`src/core/fs_link_pkg.sv`:
```
// Shared constants and state type for the slow-side link end
package fs_link_pkg;
    localparam int LINK_W = 16;
    localparam logic [LINK_W-1:0] LINK_RST = 16'h0000;
    localparam int BUF_DEPTH = 2;
    typedef enum logic [2:0] {
        ST_IDLE,
        ST_SLAVE,
        ST_HOLD_WAIT,
        ST_MASTER,
        ST_MEM_REQ
    } link_state_t;
endpackage

```
`src/core/fs_link_end.sv`:
```
// Slow-side end of the fast-slow link: strobes, ready, hold and timer relay
// Function
// RQ1: Sixteen-line shared bus carries address, data, command
// RQ2: Partner drives active-low device detect input
// RQ3: Partner fast strobe requests the ISA bus
// RQ4: Partner fast strobe doubles as memory ready
// RQ5: Partner hold acknowledge grants host bus
// RQ6: Timer channel one output goes to partner
// RQ7: Slow strobe asks partner for memory access
// RQ8: Slow strobe doubles as ISA slave ready
// RQ9: Slow hold request while ISA master asks; the code holds it low in ST_SLAVE
// RQ10: Grant ISA bus only after hold acknowledge
`timescale 1ns/10ps
module fs_link_end (
    input wire logic core_clk,
    input wire logic reset_n,
    input wire logic [fs_link_pkg::LINK_W-1:0] link_bus_in,
    output logic [fs_link_pkg::LINK_W-1:0] link_bus_out,
    output logic link_bus_oe,
    input wire logic device_detect_n,
    input wire logic fast_addr_strobe_n,
    input wire logic fast_hold_ack,
    output logic timer_ch1_out,
    output logic slow_addr_strobe_n,
    output logic slow_hold_req,
    input wire logic timer_ch1,
    output logic device_detected,
    input wire logic isa_master_req,
    output logic isa_master_grant,
    input wire logic isa_mem_req,
    input wire logic isa_slave_done,
    input wire logic [fs_link_pkg::LINK_W-1:0] rd_data,
    input wire logic rd_valid,
    output logic rd_ready,
    output logic [fs_link_pkg::LINK_W-1:0] req_word,
    output logic req_valid,
    input wire logic req_ready
);
    import fs_link_pkg::*;

    link_state_t state_ff, nxt_state;
    logic slow_addr_strobe_n_ff, nxt_slow_addr_strobe_n;
    logic [LINK_W-1:0] bus_ff, nxt_bus;
    logic oe_ff, nxt_oe;
    logic t1_ff, nxt_t1;
    logic det_ff, nxt_det;
    logic [LINK_W-1:0] buf_mem [BUF_DEPTH];
    logic [1:0] cnt_ff, nxt_cnt;
    logic wp_ff, nxt_wp, rp_ff, nxt_rp;
    logic fast_strobe;
    logic push, pop;

    assign fast_strobe = !fast_addr_strobe_n;
    // Link words the partner strobes in ST_SLAVE go through the two-entry buffer; a word that arrives while it is full is dropped
    assign push = (state_ff == ST_SLAVE) && fast_strobe && (cnt_ff != 2'(BUF_DEPTH)); // see RQ1
    assign pop = req_valid && req_ready;
    assign req_valid = (cnt_ff != 2'h0);
    assign req_word = buf_mem[rp_ff];
    assign rd_ready = (state_ff == ST_SLAVE) && isa_slave_done;

    always_comb begin
        nxt_cnt = cnt_ff;
        nxt_wp = wp_ff;
        nxt_rp = rp_ff;
        if (push) begin
            nxt_wp = !wp_ff;
        end
        if (pop) begin
            nxt_rp = !rp_ff;
        end
        if (push && !pop) begin
            nxt_cnt = cnt_ff + 2'h1;
        end else if (pop && !push) begin
            nxt_cnt = cnt_ff - 2'h1;
        end
    end

    always_ff @(posedge core_clk) begin
        if (push) begin
            buf_mem[wp_ff] <= link_bus_in;
        end
    end

    always_comb begin
        nxt_state = state_ff;
        nxt_slow_addr_strobe_n = 1'b1;
        nxt_bus = bus_ff;
        nxt_oe = 1'b0;
        nxt_t1 = timer_ch1; // see RQ6
        nxt_det = !device_detect_n; // see RQ2
        case (state_ff)
            ST_IDLE: begin
                if (fast_strobe) begin
                    nxt_state = ST_SLAVE; // see RQ3
                end else if (isa_master_req) begin
                    nxt_state = ST_HOLD_WAIT;
                end
            end
            ST_SLAVE: begin
                // Ready back to partner with read data on the link
                if (rd_valid && isa_slave_done) begin
                    nxt_slow_addr_strobe_n = 1'b0; // see RQ8
                    nxt_bus = rd_data; // see RQ1
                    nxt_oe = 1'b1;
                    nxt_state = ST_IDLE;
                end
            end
            ST_HOLD_WAIT: begin
                if (!isa_master_req) begin
                    nxt_state = ST_IDLE;
                end else if (fast_hold_ack) begin
                    nxt_state = ST_MASTER; // see RQ5
                end
            end
            ST_MASTER: begin
                if (!isa_master_req || !fast_hold_ack) begin
                    nxt_state = ST_IDLE;
                end else if (isa_mem_req) begin
                    nxt_slow_addr_strobe_n = 1'b0; // see RQ7
                    nxt_state = ST_MEM_REQ;
                end
            end
            ST_MEM_REQ: begin
                // Partner ready ends the memory access
                if (fast_strobe || !isa_master_req) begin
                    nxt_state = ST_MASTER; // see RQ4
                end
            end
            default: begin
                nxt_state = ST_IDLE;
            end
        endcase
    end

    always_ff @(posedge core_clk or negedge reset_n) begin
        if (!reset_n) begin
            state_ff <= ST_IDLE;
            slow_addr_strobe_n_ff <= 1'b1;
            bus_ff <= LINK_RST;
            oe_ff <= 1'b0;
            t1_ff <= 1'b0;
            det_ff <= 1'b0;
            cnt_ff <= 2'h0;
            wp_ff <= 1'b0;
            rp_ff <= 1'b0;
        end else begin
            state_ff <= nxt_state;
            slow_addr_strobe_n_ff <= nxt_slow_addr_strobe_n;
            bus_ff <= nxt_bus;
            oe_ff <= nxt_oe;
            t1_ff <= nxt_t1;
            det_ff <= nxt_det;
            cnt_ff <= nxt_cnt;
            wp_ff <= nxt_wp;
            rp_ff <= nxt_rp;
        end
    end

    assign link_bus_out = bus_ff;
    assign link_bus_oe = oe_ff;
    assign slow_addr_strobe_n = slow_addr_strobe_n_ff;
    assign timer_ch1_out = t1_ff;
    assign device_detected = det_ff;
    // Hold request tracks the master request combinationally outside ST_SLAVE to avoid a lost cycle
    assign slow_hold_req = isa_master_req && (state_ff != ST_SLAVE); // see RQ9
    assign isa_master_grant = (state_ff == ST_MASTER) || (state_ff == ST_MEM_REQ); // see RQ10

    chk_grant_after_ack: assert property (@(posedge core_clk) disable iff (!reset_n) // see RQ10
        $rose(isa_master_grant) |-> $past(fast_hold_ack) && $past(isa_master_req))
        else $error("grant without hold acknowledge");
    chk_hold_follows_req: assert property (@(posedge core_clk) disable iff (!reset_n) // see RQ9
        (isa_master_req && state_ff == ST_HOLD_WAIT) |-> slow_hold_req)
        else $error("hold request missing");
    chk_timer_relay: assert property (@(posedge core_clk) disable iff (!reset_n) // see RQ6
        ##1 timer_ch1_out == $past(timer_ch1))
        else $error("timer output not relayed");
    chk_mem_strobe: assert property (@(posedge core_clk) disable iff (!reset_n) // see RQ7
        (state_ff == ST_MASTER && isa_master_req && fast_hold_ack && isa_mem_req)
        |=> !slow_addr_strobe_n && state_ff == ST_MEM_REQ)
        else $error("memory strobe missing");
    chk_slave_ready: assert property (@(posedge core_clk) disable iff (!reset_n) // see RQ8
        (state_ff == ST_SLAVE && rd_valid && isa_slave_done)
        |=> !slow_addr_strobe_n && link_bus_oe && link_bus_out == $past(rd_data))
        else $error("slave ready or data wrong");
    chk_strobe_pulse: assert property (@(posedge core_clk) disable iff (!reset_n) // see RQ8
        !slow_addr_strobe_n |=> slow_addr_strobe_n)
        else $error("strobe longer than one cycle");
    chk_fast_request: assert property (@(posedge core_clk) disable iff (!reset_n) // see RQ3
        (state_ff == ST_IDLE && !fast_addr_strobe_n) |=> state_ff == ST_SLAVE)
        else $error("fast strobe not taken");
    chk_buf_bound: assert property (@(posedge core_clk) disable iff (!reset_n) // see RQ1
        cnt_ff <= 2'h2 && !(cnt_ff == 2'h2 && push))
        else $error("buffer overflow");

    // Held words must not move under a stalled receiver
    chk_buf_stable: assert property (@(posedge core_clk) disable iff (!reset_n) // see RQ1
        (req_valid && !req_ready) |=> req_valid && $stable(req_word))
        else $error("buffered word changed while stalled");
    chk_mem_ready_exit: assert property (@(posedge core_clk) disable iff (!reset_n) // see RQ4
        (state_ff == ST_MEM_REQ && !fast_addr_strobe_n) |=> state_ff == ST_MASTER)
        else $error("memory ready not taken");
    chk_oe_with_ready: assert property (@(posedge core_clk) disable iff (!reset_n) // see RQ8
        link_bus_oe |-> !slow_addr_strobe_n)
        else $error("link driven without ready");
    chk_slave_exit: assert property (@(posedge core_clk) disable iff (!reset_n) // see RQ8
        (state_ff == ST_SLAVE && rd_valid && isa_slave_done) |=> state_ff == ST_IDLE)
        else $error("slave cycle not ended");
    chk_idle_no_grant: assert property (@(posedge core_clk) disable iff (!reset_n) // see RQ10
        (state_ff == ST_IDLE) |-> !isa_master_grant)
        else $error("grant while idle");
    chk_wait_no_grant: assert property (@(posedge core_clk) disable iff (!reset_n) // see RQ10
        (state_ff == ST_HOLD_WAIT && !fast_hold_ack) |=> !isa_master_grant)
        else $error("grant before hold acknowledge");
    chk_master_drop: assert property (@(posedge core_clk) disable iff (!reset_n) // see RQ10
        (state_ff == ST_MASTER && !fast_hold_ack) |=> state_ff == ST_IDLE)
        else $error("master kept after acknowledge loss");
    chk_slave_hold_mask: assert property (@(posedge core_clk) disable iff (!reset_n) // see RQ9
        (state_ff == ST_SLAVE) |-> !slow_hold_req)
        else $error("hold request during slave cycle");
    chk_detect_relay: assert property (@(posedge core_clk) disable iff (!reset_n) // see RQ2
        ##1 device_detected == !$past(device_detect_n))
        else $error("detect not relayed");
endmodule

```
`config.mk`:
```
export PLATFORM = sky130hd
export DESIGN_NAME = fs_link_end
export DESIGN_NICKNAME = d
export VERILOG_FILES = /design/src/core/fs_link_pkg.sv /design/src/core/fs_link_end.sv
export SDC_FILE = /design/constraint.sdc
export NUM_CORES = 1
export LEC_CHECK = 0
export ABC_AREA = 1
export BUFFER_PORTS_ARGS = -buffer_cell sky130_fd_sc_hd__buf_4
export CAP_MARGIN = 20
export CORE_MARGIN = 4
export CORE_UTILIZATION = 44
export CTS_CLUSTER_SIZE = 16
export DETAILED_ROUTE_END_ITERATION = 16
export PLACE_DENSITY = 0.75
export REMOVE_ABC_BUFFERS = 1
export SYNTH_ARGS = -nofsm -noshare
export SYNTH_HDL_FRONTEND = slang
export SYNTH_SLANG_ARGS = --single-unit
```
`constraint.sdc`:
```
create_clock -name core_clk -period 2 [get_ports core_clk]
set_clock_uncertainty 0.15 [all_clocks]
set_input_delay 0.5 -clock core_clk [delete_from_list [all_inputs] [get_ports core_clk]]
set_output_delay 0.5 -clock core_clk [all_outputs]
set_load 0.1 [all_outputs]
```
# Yosys cells after proc, flatten, opt, wreduce, memory -nomap -nowiden
# Memory sizes are Yosys's and may differ from the RTL's.
# Cells that the tools add are included.
[classes] n_addsub=2 n_mul=0 div_mod_pow=0 order_cmp=0 eq_ne=11 shift=0 n_mux=19 bitwise_logic=0 reduce_logical=24
[ops] operator="3-bit 2-to-1 mux" count=8
[ops] operator="3-bit case mux with 5 select lines" count=1
[ops] operator="3-bit inequality test, second input constant" count=3
[ops] operator="1-bit logical AND" count=8
[ops] operator="1-bit logical NOT" count=8
[ops] operator="1-bit 2-to-1 mux" count=7
[ops] operator="3-bit by 2-bit equality test with 1-bit output, second input constant" count=2
[ops] operator="5-bit AND reduction" count=1
[ops] operator="2-bit 2-to-1 mux" count=2
[ops] operator="2-bit inequality test, second input constant" count=2
[ops] operator="2-bit nonzero test" count=2
[ops] operator="3-bit by 1-bit equality test with 1-bit output, second input constant" count=1
[ops] operator="3-bit equality test, second input constant" count=1
[ops] operator="3-bit logical NOT" count=1
[ops] operator="1-bit logical OR" count=3
[ops] operator="3-bit by 1-bit inequality test with 1-bit output, second input constant" count=1
[ops] operator="2-bit by 1-bit adder with 2-bit output, second input constant" count=1
[ops] operator="2-bit by 1-bit inequality test with 1-bit output, second input constant" count=1
[ops] operator="1-bit case mux with 2 select lines" count=1
[ops] operator="2-bit AND reduction" count=1
[ops] operator="2-bit by 1-bit subtractor with 2-bit output, second input constant" count=1
[word_totals] register_bits=27 latchBits=0 ram_bits=32 mem_bits_ro=0 in_bits=43 output_inout_bits=40 elab_cells=66 n_memories=1
[mem_list] memory="buf_mem" depth=2 word_bits=16 read_ports=1 rd_clocked_by_memory_dff=0 write_ports=1 line="fs_link_end.sv:47" text="logic [LINK_W-1:0] buf_mem [BUF_DEPTH];"

# Logic depth before layout (Yosys ltp)
# Gate-level depths: netlist (run 1).
[depth] ltp_word=7 ltp_mapped=9

# Least setup slack after synthesis (run 1)
# No wires, ideal clock.
[synth_path] path_type="register to output" startpoint="register state_ff[2]" endpoint="output rd_ready" arrival_time_ns=1.961 slack_ns=-0.611 path_stages_with_launch=6 path_buffers=0 cell_sequence="dfrtp_1 inv_2 nand2_2 nor2_4 inv_2 nor2_1"
[synth_via] elab_chain_cells=2
[synth_lines] element="start: declaration" line="fs_link_end.sv:41" text="link_state_t state_ff, nxt_state;"
[synth_lines] element="start signal: assignment" line="fs_link_end.sv:147" text="state_ff <= nxt_state;"
[synth_lines] element="3-bit by 1-bit equality test with 1-bit output" line="fs_link_end.sv:59" text="assign rd_ready = (state_ff == ST_SLAVE) && isa_slave_done;"
[synth_lines] element="1-bit logical AND" line="fs_link_end.sv:59"
[synth_lines] element="end: declaration" line="fs_link_end.sv:34" text="output logic rd_ready,"
# No other way between the ends.

# Final worst setup path (run 1)
# Ends and elaborated chain as after synthesis.

==> flow_summary.ini, run 1 <==
[status]
status = complete, no violations

[worst_setup_path]
worst_ep_required_time_ns = 1.35
startpoint = state_ff[2]
crit_fanout = 3
reg2reg_from = state_ff[2]
endpoint_kind = output port
crit_path_start_kind = flop
critPathKind = flop to output port
arrival_ns = 1.33

[timing]
timing.fmax_ghz = 0.504
finalHoldViolations = 0
max_slew_margin = 0.766
slew_violations = 0
setup_violations = 0
fin_crit_ns = 1.98
tightest_slew_ns = 0.351
period_share = 0.992
rsz0062_at_grt = true

[logic_synthesis]
synth_area_sq_mm = 0.00238
syn_area_per_cell_sq_um = 10.3
synth.distinct_cells = 23
seq_area_frac_synth = 0.689
synth.largest_area_cell = edfxtp_1
synth_cells = 230
synth-seq-cells = 59
yosys_warnings = 0
synthTopCellsByArea = edfxtp_1 (40%), dfrtp_1 (27%), nand2_1 (18%)
synth_top_area_share = 0.404

[clocking]
root_buffer = clkbuf_8
cts_tree = yes
numClockSinks = 59
clk_latency_ns = 0.32
htreeDepth = 3
cts_inserted_buffers = 9
cts_buffer_depth = 2
clk_pin_slew_worst_paths_ns = 0.07

[global_routing]
grt_usage = 0.178
grt_max_degree = 28
grt_pass1_wl_um = 8750
gr-total-overflow = 0
antenna_found_initial = 0
grt_pass1_vias = 1942

[place]
io_buffers = 82
hpwl_um = 3830
placed_cells = 384
placed_area_sq_mm = 0.00312
routabilityCongestion = 0.845

[finish]
drive_above_1_share = 0.402
final_cell_area_sq_mm = 0.00367
final_common_cell = nand2_1
area_delta_synth_final_pct = 54.6
layout_common_cells = nand2_1 (102), buf_4 (71), edfxtp_1 (32)
num-nets-final = 375
finalNonFillerCells = 406
fill_cells = 343
antenna-diode-count = 0

[die]
die_area_sq_mm = 0.00664
die_height_um = 81.5
row_count = 26
die_w_um = 81.5
initial_core_util = 0.460
io_pins = 83
core-area_sq_mm = 0.00517

[detailed_routing]
num_vias = 1940
drtAntennaViolNets = 0
drt_iter0_markers = 61
drtPass1Iterations = 4
wl_per_cell_um = 14.3
wirelength_um = 5790
viasPerCell = 4.78
post-route-drc-count = 0

[hold_path]
hold_class = primary input to flop
min_from = timer_ch1

[job]
maxCapViolCount = 0
[worst paths after layout]
check | end | cells past startpoint | slack (ns)
setup / recovery | rd_ready | 6 | 0.02
min in group asynchronous | link_bus_out[7] | 2 | 0.47
max in group asynchronous | slow_addr_strobe_n | 2 | 0.92
setup reg to reg | cnt_ff[1] | 9 | 0.08
hold / removal | timer_ch1_out | 1 | 0.12
hold reg to reg | link_bus_out[0] | 2 | 0.33
[final cells by class]
cell class / instances / area, sq um / area share
clock buffers: 9 / 124 / 0.0337
clock inverters: 7 / 115 / 0.0313
inverters: 18 / 72.6 / 0.0197
multi-input cells: 148 / 682 / 0.186
flip-flops and latches: 59 / 1640 / 0.446
well taps: 70 / 87.6 / 0.0238
repair buffers: 95 / 955 / 0.260
[critical path, stage by stage, from the launching register on]
cell,delay (ns)
dfrtp_1,0.40
inv_2,0.08
nand2_4,0.07
nor2_4,0.13
inv_4,0.06
nor2_4,0.10
buf_12,0.18
[registers in the layout (all words and copies together), names as in the netlist, 2 cells and up]
signal        cells
link_bus_out     16
state_ff          3
buf_mem          32
cnt_ff            2
[through the flow]
step / setup TNS (ns) / hold slack [ns] / utilization / worst slack, ns
6_report: 0 / 0.123 / 0.710 / 0.0155
2_1_floorplan: -6.07 / 0.0544 / - / -0.611
3_3_place_gp: 0 / 0.288 / 0.604 / 0.184
3_5_place_dp: 0 / 0.285 / 0.604 / 0.0547
4_1_cts: 0 / 0.112 / 0.678 / 0.00151
5_1_grt: -0.136 / 0.104 / 0.710 / -0.0406
[metal layers]
metal / GRT usage / routed length [um]
met1: 0.197 / 2210
met2: 0.298 / 2920
met3: 0.0789 / 590
met4: 0.0709 / 61
met5: 0 / 0
[Yosys cell counts, drive strengths merged]
master,count
a21oi,2
buf,3
clkbuf,2
clkinv,1
dfrtp,26
dfstp,1
edfxtp,32
ha,1
inv,17
nand2,113
nand3,8
nand4,2
nor2,14
o21ai,3
or2,1
xnor2,1
xor2,3
[cells by family (layout without fill, tap and decap cells)]
group / Yosys count / after routing / share of synthesized area
flops: 59 / 59 / 0.689
simple gates: 138 / 138 / 0.236
buf+inv: 23 / 129 / 0.0442
xor+xnor: 4 / 4 / 0.0147
fa+ha+maj: 1 / 1 / 0.00526
compound gates: 5 / 5 / 0.0105
[what timing repair did]
item / in CTS / in global routing
pin swaps: 1 / 2
hold buffers: 1 / 0
hold endpoints to repair: 26 / 0
gates resized for setup: 30 / 44
endpoints found under the setup margin: 16 / 20
setup buffers: 3 / 2
gates cloned: 0 / 0
Power of run 1 is not shown: default switching activity piles up to over one toggle a cycle in this logic, so the estimate is an artifact.
==> run 2: changes to the inputs <==
==> constraint.sdc (replaced) <==
create_clock -name core_clk -period 1.7 [get_ports core_clk]
set_clock_uncertainty 0.15 [all_clocks]
set_input_delay 0.425 -clock core_clk [delete_from_list [all_inputs] [get_ports core_clk]]
set_output_delay 0.425 -clock core_clk [all_outputs]
set_load 0.1 [all_outputs]
==> flow_summary.ini, run 2 (synthesis results as in run 1) <==
[status]
status = finished with violations
violations = setup timing

[clocking]
cts_inserted_buffers = 9
root_buffer = clkbuf_8
clk_latency_ns = 0.33
clk_pin_slew_worst_paths_ns = 0.07
cts_tree = yes
htreeDepth = 3
cts_buffer_depth = 2
numClockSinks = 59

[die]
core-area_sq_mm = 0.00517
row_count = 26
io_pins = 83
die_area_sq_mm = 0.00664
initial_core_util = 0.460
die_height_um = 81.5
die_w_um = 81.5

[worst_setup_path]
worst_ep_required_time_ns = 1.12
endpoint_kind = output port
reg2reg_to = cnt_ff[1]
crit_path_start_kind = flop
crit_fanout = 8
critPathKind = flop to output port
arrival_ns = 1.36
reg2reg_depth = 10
worst-r2r-setup-slack_ns = -0.12
reg2reg_from = state_ff[2]

[timing]
tightest_slew_ns = 0.347
rsz0062_at_grt = true
slew_violations = 0
setup_violations = 52
max_slew_margin = 0.769
period_share = 1.14
finalHoldViolations = 0
whs_ns = 0.0492
fin_crit_ns = 1.93
fin_ws_ns = -0.230
timing.fmax_ghz = 0.518

[global_routing]
grt_pass1_wl_um = 9420
busiest_layer = met2
grt_max_degree = 28
antenna_found_initial = 0
use_met2 = 0.329
use_met3 = 0.0822
use_met1 = 0.219
gr-total-overflow = 0
grt_pass1_vias = 2020
grt_usage = 0.196

[finish]
final_common_cell = nand2_1
layout_common_cells = nand2_1 (78), buf_4 (71), edfxtp_1 (32)
antenna-diode-count = 0
largest_reg_flops = 32
area_delta_synth_final_pct = 72.6
drive_above_1_share = 0.499
top_register = buf_mem
num-nets-final = 382

[place]
hpwl_um = 3830
io_buffers = 82
routabilityCongestion = 0.876

[detailed_routing]
drtAntennaViolNets = 0
post-route-drc-count = 0
viasPerCell = 4.78
drtPass1Iterations = 4
wl_per_cell_um = 15.6
drt_iter0_markers = 56
wirelength_um = 6430
num_vias = 1975

[hold_path]
hold_depth = 1
hold_class = primary input to flop
holdPathEnd = timer_ch1_out
min_from = timer_ch1

[job]
maxCapViolCount = 0
==> run 2: changes by cell type in the layout (fill, tap and decap cells not counted), moves of 2 or more <==
cell and delta:
nor2_1 -2, clkbuf_16 +3, clkbuf_8 +2, buf_6 -2
nand2_1 -24, buf_12 +7, nand2_4 +25
==> run 2: how the worst max path moves through the flow <==
stage | start | end | slack (ns) | cells after the start
floorplan | state_ff[2] | rd_ready | -0.84 | 5
global placement | fast_addr_strobe_n | buf_mem[1][12] | 0.03 | 6
detailed placement | fast_addr_strobe_n | cnt_ff[1] | -0.001 | 8
CTS | state_ff[1] | isa_master_grant | -0.20 | 5
global route | state_ff[2] | isa_master_grant | -0.29 | 6
finish | rp_ff | req_word[11] | -0.23 | 5
==> run 2: critical path: stages, from the launching register on <==
cell,delay [ns]
dfrtp_1,0.42
inv_4,0.11
clkbuf_16,0.18
nand2_1,0.07
nand2_2,0.08
buf_12,0.17
==> run 2: stage by stage <==
| stage | utilization | setup TNS (ns) | instance area (sq um) | setup slack [ns] | instances |
|---|---|---|---|---|---|
| after floorplan | - | -20.52 | 2340 | -0.836 | 225 |
| after global placement | 0.614 | 0 | 3180 | 0.0277 | 388 |
| after detailed placement | 0.614 | -0.00120 | 3180 | -0.00120 | 388 |
| after CTS | 0.733 | -3.10 | 3790 | -0.198 | 407 |
| after global routing | 0.793 | -9.11 | 4100 | -0.294 | 413 |
| final | 0.793 | -5.81 | 4100 | -0.230 | 413 |
==> run 2: final cells by class <==
class | count | area [sq um]
Sequential cell | 59 | 1640
Timing Repair Buffer | 102 | 1130
Fill cell | 291 | 1070
Multi-Input combinational cell | 148 | 895
Clock buffer | 12 | 155
Clock inverter | 4 | 120
Tap cell | 70 | 87.6
Inverter | 18 | 75.1
==> run 2: what timing repair did <==
| action | in CTS | in global routing |
|---|---|---|
| hold buffers | 1 | 0 |
| hold endpoints to repair | 26 | 0 |
| buffers inserted | 2 | 3 |
| gates cloned | 0 | 3 |
| resized for setup | 86 | 56 |
| setup endpoints to repair | 21 | 53 |
| pin swaps | 0 | 14 |
==> run 2: metal layers <==
layer  up-vias  share of wire  wire, um
li1        944              -         -
met5         -              0         0
met1       919           0.37      2390
met3        15          0.089       574
met4         0          0.020       131
met2        97           0.52      3330
Power of run 2 is left out for the same reason.
==> run 3: changes to the inputs <==
--- a/config.mk
+++ b/config.mk
@@ -5,14 +5,14 @@
 export SDC_FILE = /design/constraint.sdc
 export NUM_CORES = 1
 export LEC_CHECK = 0
-export ABC_AREA = 1
 export BUFFER_PORTS_ARGS = -buffer_cell sky130_fd_sc_hd__buf_4
 export CAP_MARGIN = 20
 export CORE_MARGIN = 4
-export CORE_UTILIZATION = 44
+export CORE_UTILIZATION = 46
+export CTS_BUF_LIST = sky130_fd_sc_hd__clkbuf_4 sky130_fd_sc_hd__clkbuf_8
 export CTS_CLUSTER_SIZE = 16
 export DETAILED_ROUTE_END_ITERATION = 16
-export PLACE_DENSITY = 0.75
+export PLACE_DENSITY = 0.77
 export REMOVE_ABC_BUFFERS = 1
 export SYNTH_ARGS = -nofsm -noshare
 export SYNTH_HDL_FRONTEND = slang
==> flow_summary.ini, run 3 <==
[clocking]
numClockSinks = 59
clk_pin_slew_worst_paths_ns = 0.06
cts_tree = yes
cts_buffer_depth = 2
htreeDepth = 3
cts_inserted_buffers = 9
root_buffer = clkbuf_8
clk_latency_ns = 0.32

[logic_synthesis]
synthTopCellsByArea = edfxtp_1 (40%), dfrtp_1 (27%), mux2_2 (12%)
synth_xor_area_frac = 0.0219
yosys_warnings = 0
synth_top_area_share = 0.400
synth-simple-area-share = 0.0656
synthAdderAreaFrac = 0.00520
synth_edf_count = 32
synth_cells = 143
synth_top_family_by_area = multiplexers
yosys-top-cells-count = edfxtp_1 (32), dfrtp_1 (26), mux2_2 (25)
seq_area_frac_synth = 0.681
synth_area_sq_mm = 0.00240
syn_area_per_cell_sq_um = 16.8
synth.distinct_cells = 34
synth-main-ff-cell = edfxtp_1
synth_async_sr_flop_share = 0.458
synth.most_common_cell = edfxtp_1
synth.largest_area_cell = edfxtp_1
synth_compound_area_frac = 0.0286
synth-seq-cells = 59
muxShareOfSynthArea = 0.167

[finish]
num-nets-final = 306
top_register = buf_mem
largest_reg_flops = 32
final_common_cell = buf_4
seq_area_sq_mm = 0.00164
finalNonFillerCells = 337
fill_cells = 300
multi_input_comb_area_sq_um = 877
area_delta_synth_final_pct = 67.1
antenna-diode-count = 0
layout_common_cells = buf_4 (76), edfxtp_1 (32), mux2_4 (30)
drive_above_1_share = 0.667

[timing]
finalHoldViolations = 0
rsz0062_at_grt = true
fin_ws_ns = -0.322
slew_violations = 0
fin_crit_ns = 2.02
tightest_slew_ns = 0.343
max_slew_margin = 0.772
timing.fmax_ghz = 0.495
setup_violations = 66
period_share = 1.19

[die]
die_area_sq_mm = 0.00645
row_count = 26
die_height_um = 80.3
die_w_um = 80.3
initial_core_util = 0.474
core-area_sq_mm = 0.00507
io_pins = 83

[worst_setup_path]
arrival_ns = 1.45
endpoint_kind = output port
crit_path_max_incr_delay_ns = 0.40
worstPathCellList = nor3b_4 > buf_6 > and2b_1 > buf_12
critPathKind = flop to output port
crit_path_start_kind = flop
worst-r2r-setup-slack_ns = -0.25
worst_ep_required_time_ns = 1.12
crit_fanout = 3
slowest_stage = dfrtp_1

[detailed_routing]
wl_met3_um = 469
wirelength_um = 5850
drtAntennaViolNets = 0
drt_iter0_markers = 75
post-route-drc-count = 0
top_layer_used = met4
route.met2.wl_um = 3070
wl_per_cell_um = 17.4
met1_length_um = 2240
viasPerCell = 4.87
num_vias = 1641
drtPass1Iterations = 4

[hold_path]
hold_class = primary input to flop

[job]
maxCapViolCount = 0

[global_routing]
gr-total-overflow = 0
grt_pass1_wl_um = 7910
antenna_found_initial = 0
grt_usage = 0.167
grt_pass1_vias = 1661
grt_max_degree = 28

[place]
routabilityCongestion = 0.761
placed_cells = 300
hpwl_um = 3320
io_buffers = 82

[status]
status = finished with violations
violations = setup timing
## run 3: cell types whose count changed in the layout (fill, tap and decap cells not counted), sizes merged, moves of 4 or more
cell / delta
nor2: -9
mux2: +33
clkinv: +4
and3: +4
buf: +12
nand2: -109
inv: -16
nand3: -7
## run 3: worst paths after layout
path / cells after the start / from / to
setup / recovery: 4 / state_ff[1] / slow_hold_req
hold / removal: 1 / timer_ch1 / timer_ch1_out
setup reg to reg: 9 / state_ff[1] / cnt_ff[1]
hold reg to reg: 1 / link_bus_out[3] / link_bus_out[3]
max in group asynchronous: 2 / reset_n / slow_addr_strobe_n
min in group asynchronous: 2 / reset_n / link_bus_out[15]
## run 3: final cells by class
class                           count  area share
Sequential cell                    59       0.408
Timing Repair Buffer              112       0.301
Multi-Input combinational cell     78       0.218
Clock buffer                       11      0.0361
Tap cell                           70      0.0218
Clock inverter                      5      0.0131
Inverter                            2     0.00187
## run 3: through the flow
step | util | TNS [ns] | area, sq um | setup slack (ns) | hold WS [ns]
2_1_floorplan | - | -18.71 | 2340 | -0.937 | -0.0206
3_3_place_gp | 0.622 | -1.65 | 3160 | -0.0589 | 0.212
3_5_place_dp | 0.622 | -3.49 | 3160 | -0.0969 | 0.210
4_1_cts | 0.721 | -12.29 | 3660 | -0.342 | 0.0463
5_1_grt | 0.792 | -17.13 | 4020 | -0.392 | 0.0448
6_report | 0.792 | -12.75 | 4020 | -0.322 | 0.0605
## run 3: layer usage
layer | vias up | GRT usage
met1 | 807 | 0.199
met2 | 67 | 0.260
met5 | - | 0
li1 | 760 | -
met3 | 7 | 0.0785
met4 | 0 | 0.0659
## run 3: cell families (layout without fill, tap and decap cells)
| logic type | count (synthesis) | after routing |
|---|---|---|
| and+or+nand+nor | 24 | 27 |
| muxes | 33 | 33 |
| adders and majority gates | 1 | 1 |
| AOI/OAI and AO/OA | 11 | 11 |
| DFF | 59 | 59 |
| buffers and inverters | 9 | 130 |
| xor gates and xnor gates | 6 | 6 |
## run 3: worst max-delay path: cells and delay by family (launching register included)
family | cells | cell delay, ns
buf+inv | 2 | 0.30
flops | 1 | 0.40
simple gates | 2 | 0.43
## run 3: repair_timing
action / 4_1_cts / 5_1_grt
cloned: 2 / 4
resized for setup: 50 / 66
hold buffers: 1 / 0
setup buffers: 7 / 8
pin swaps: 5 / 5
hold endpoints to repair: 26 / 0
setup endpoints to repair: 71 / 71
Power of run 3 is left out for the same reason.
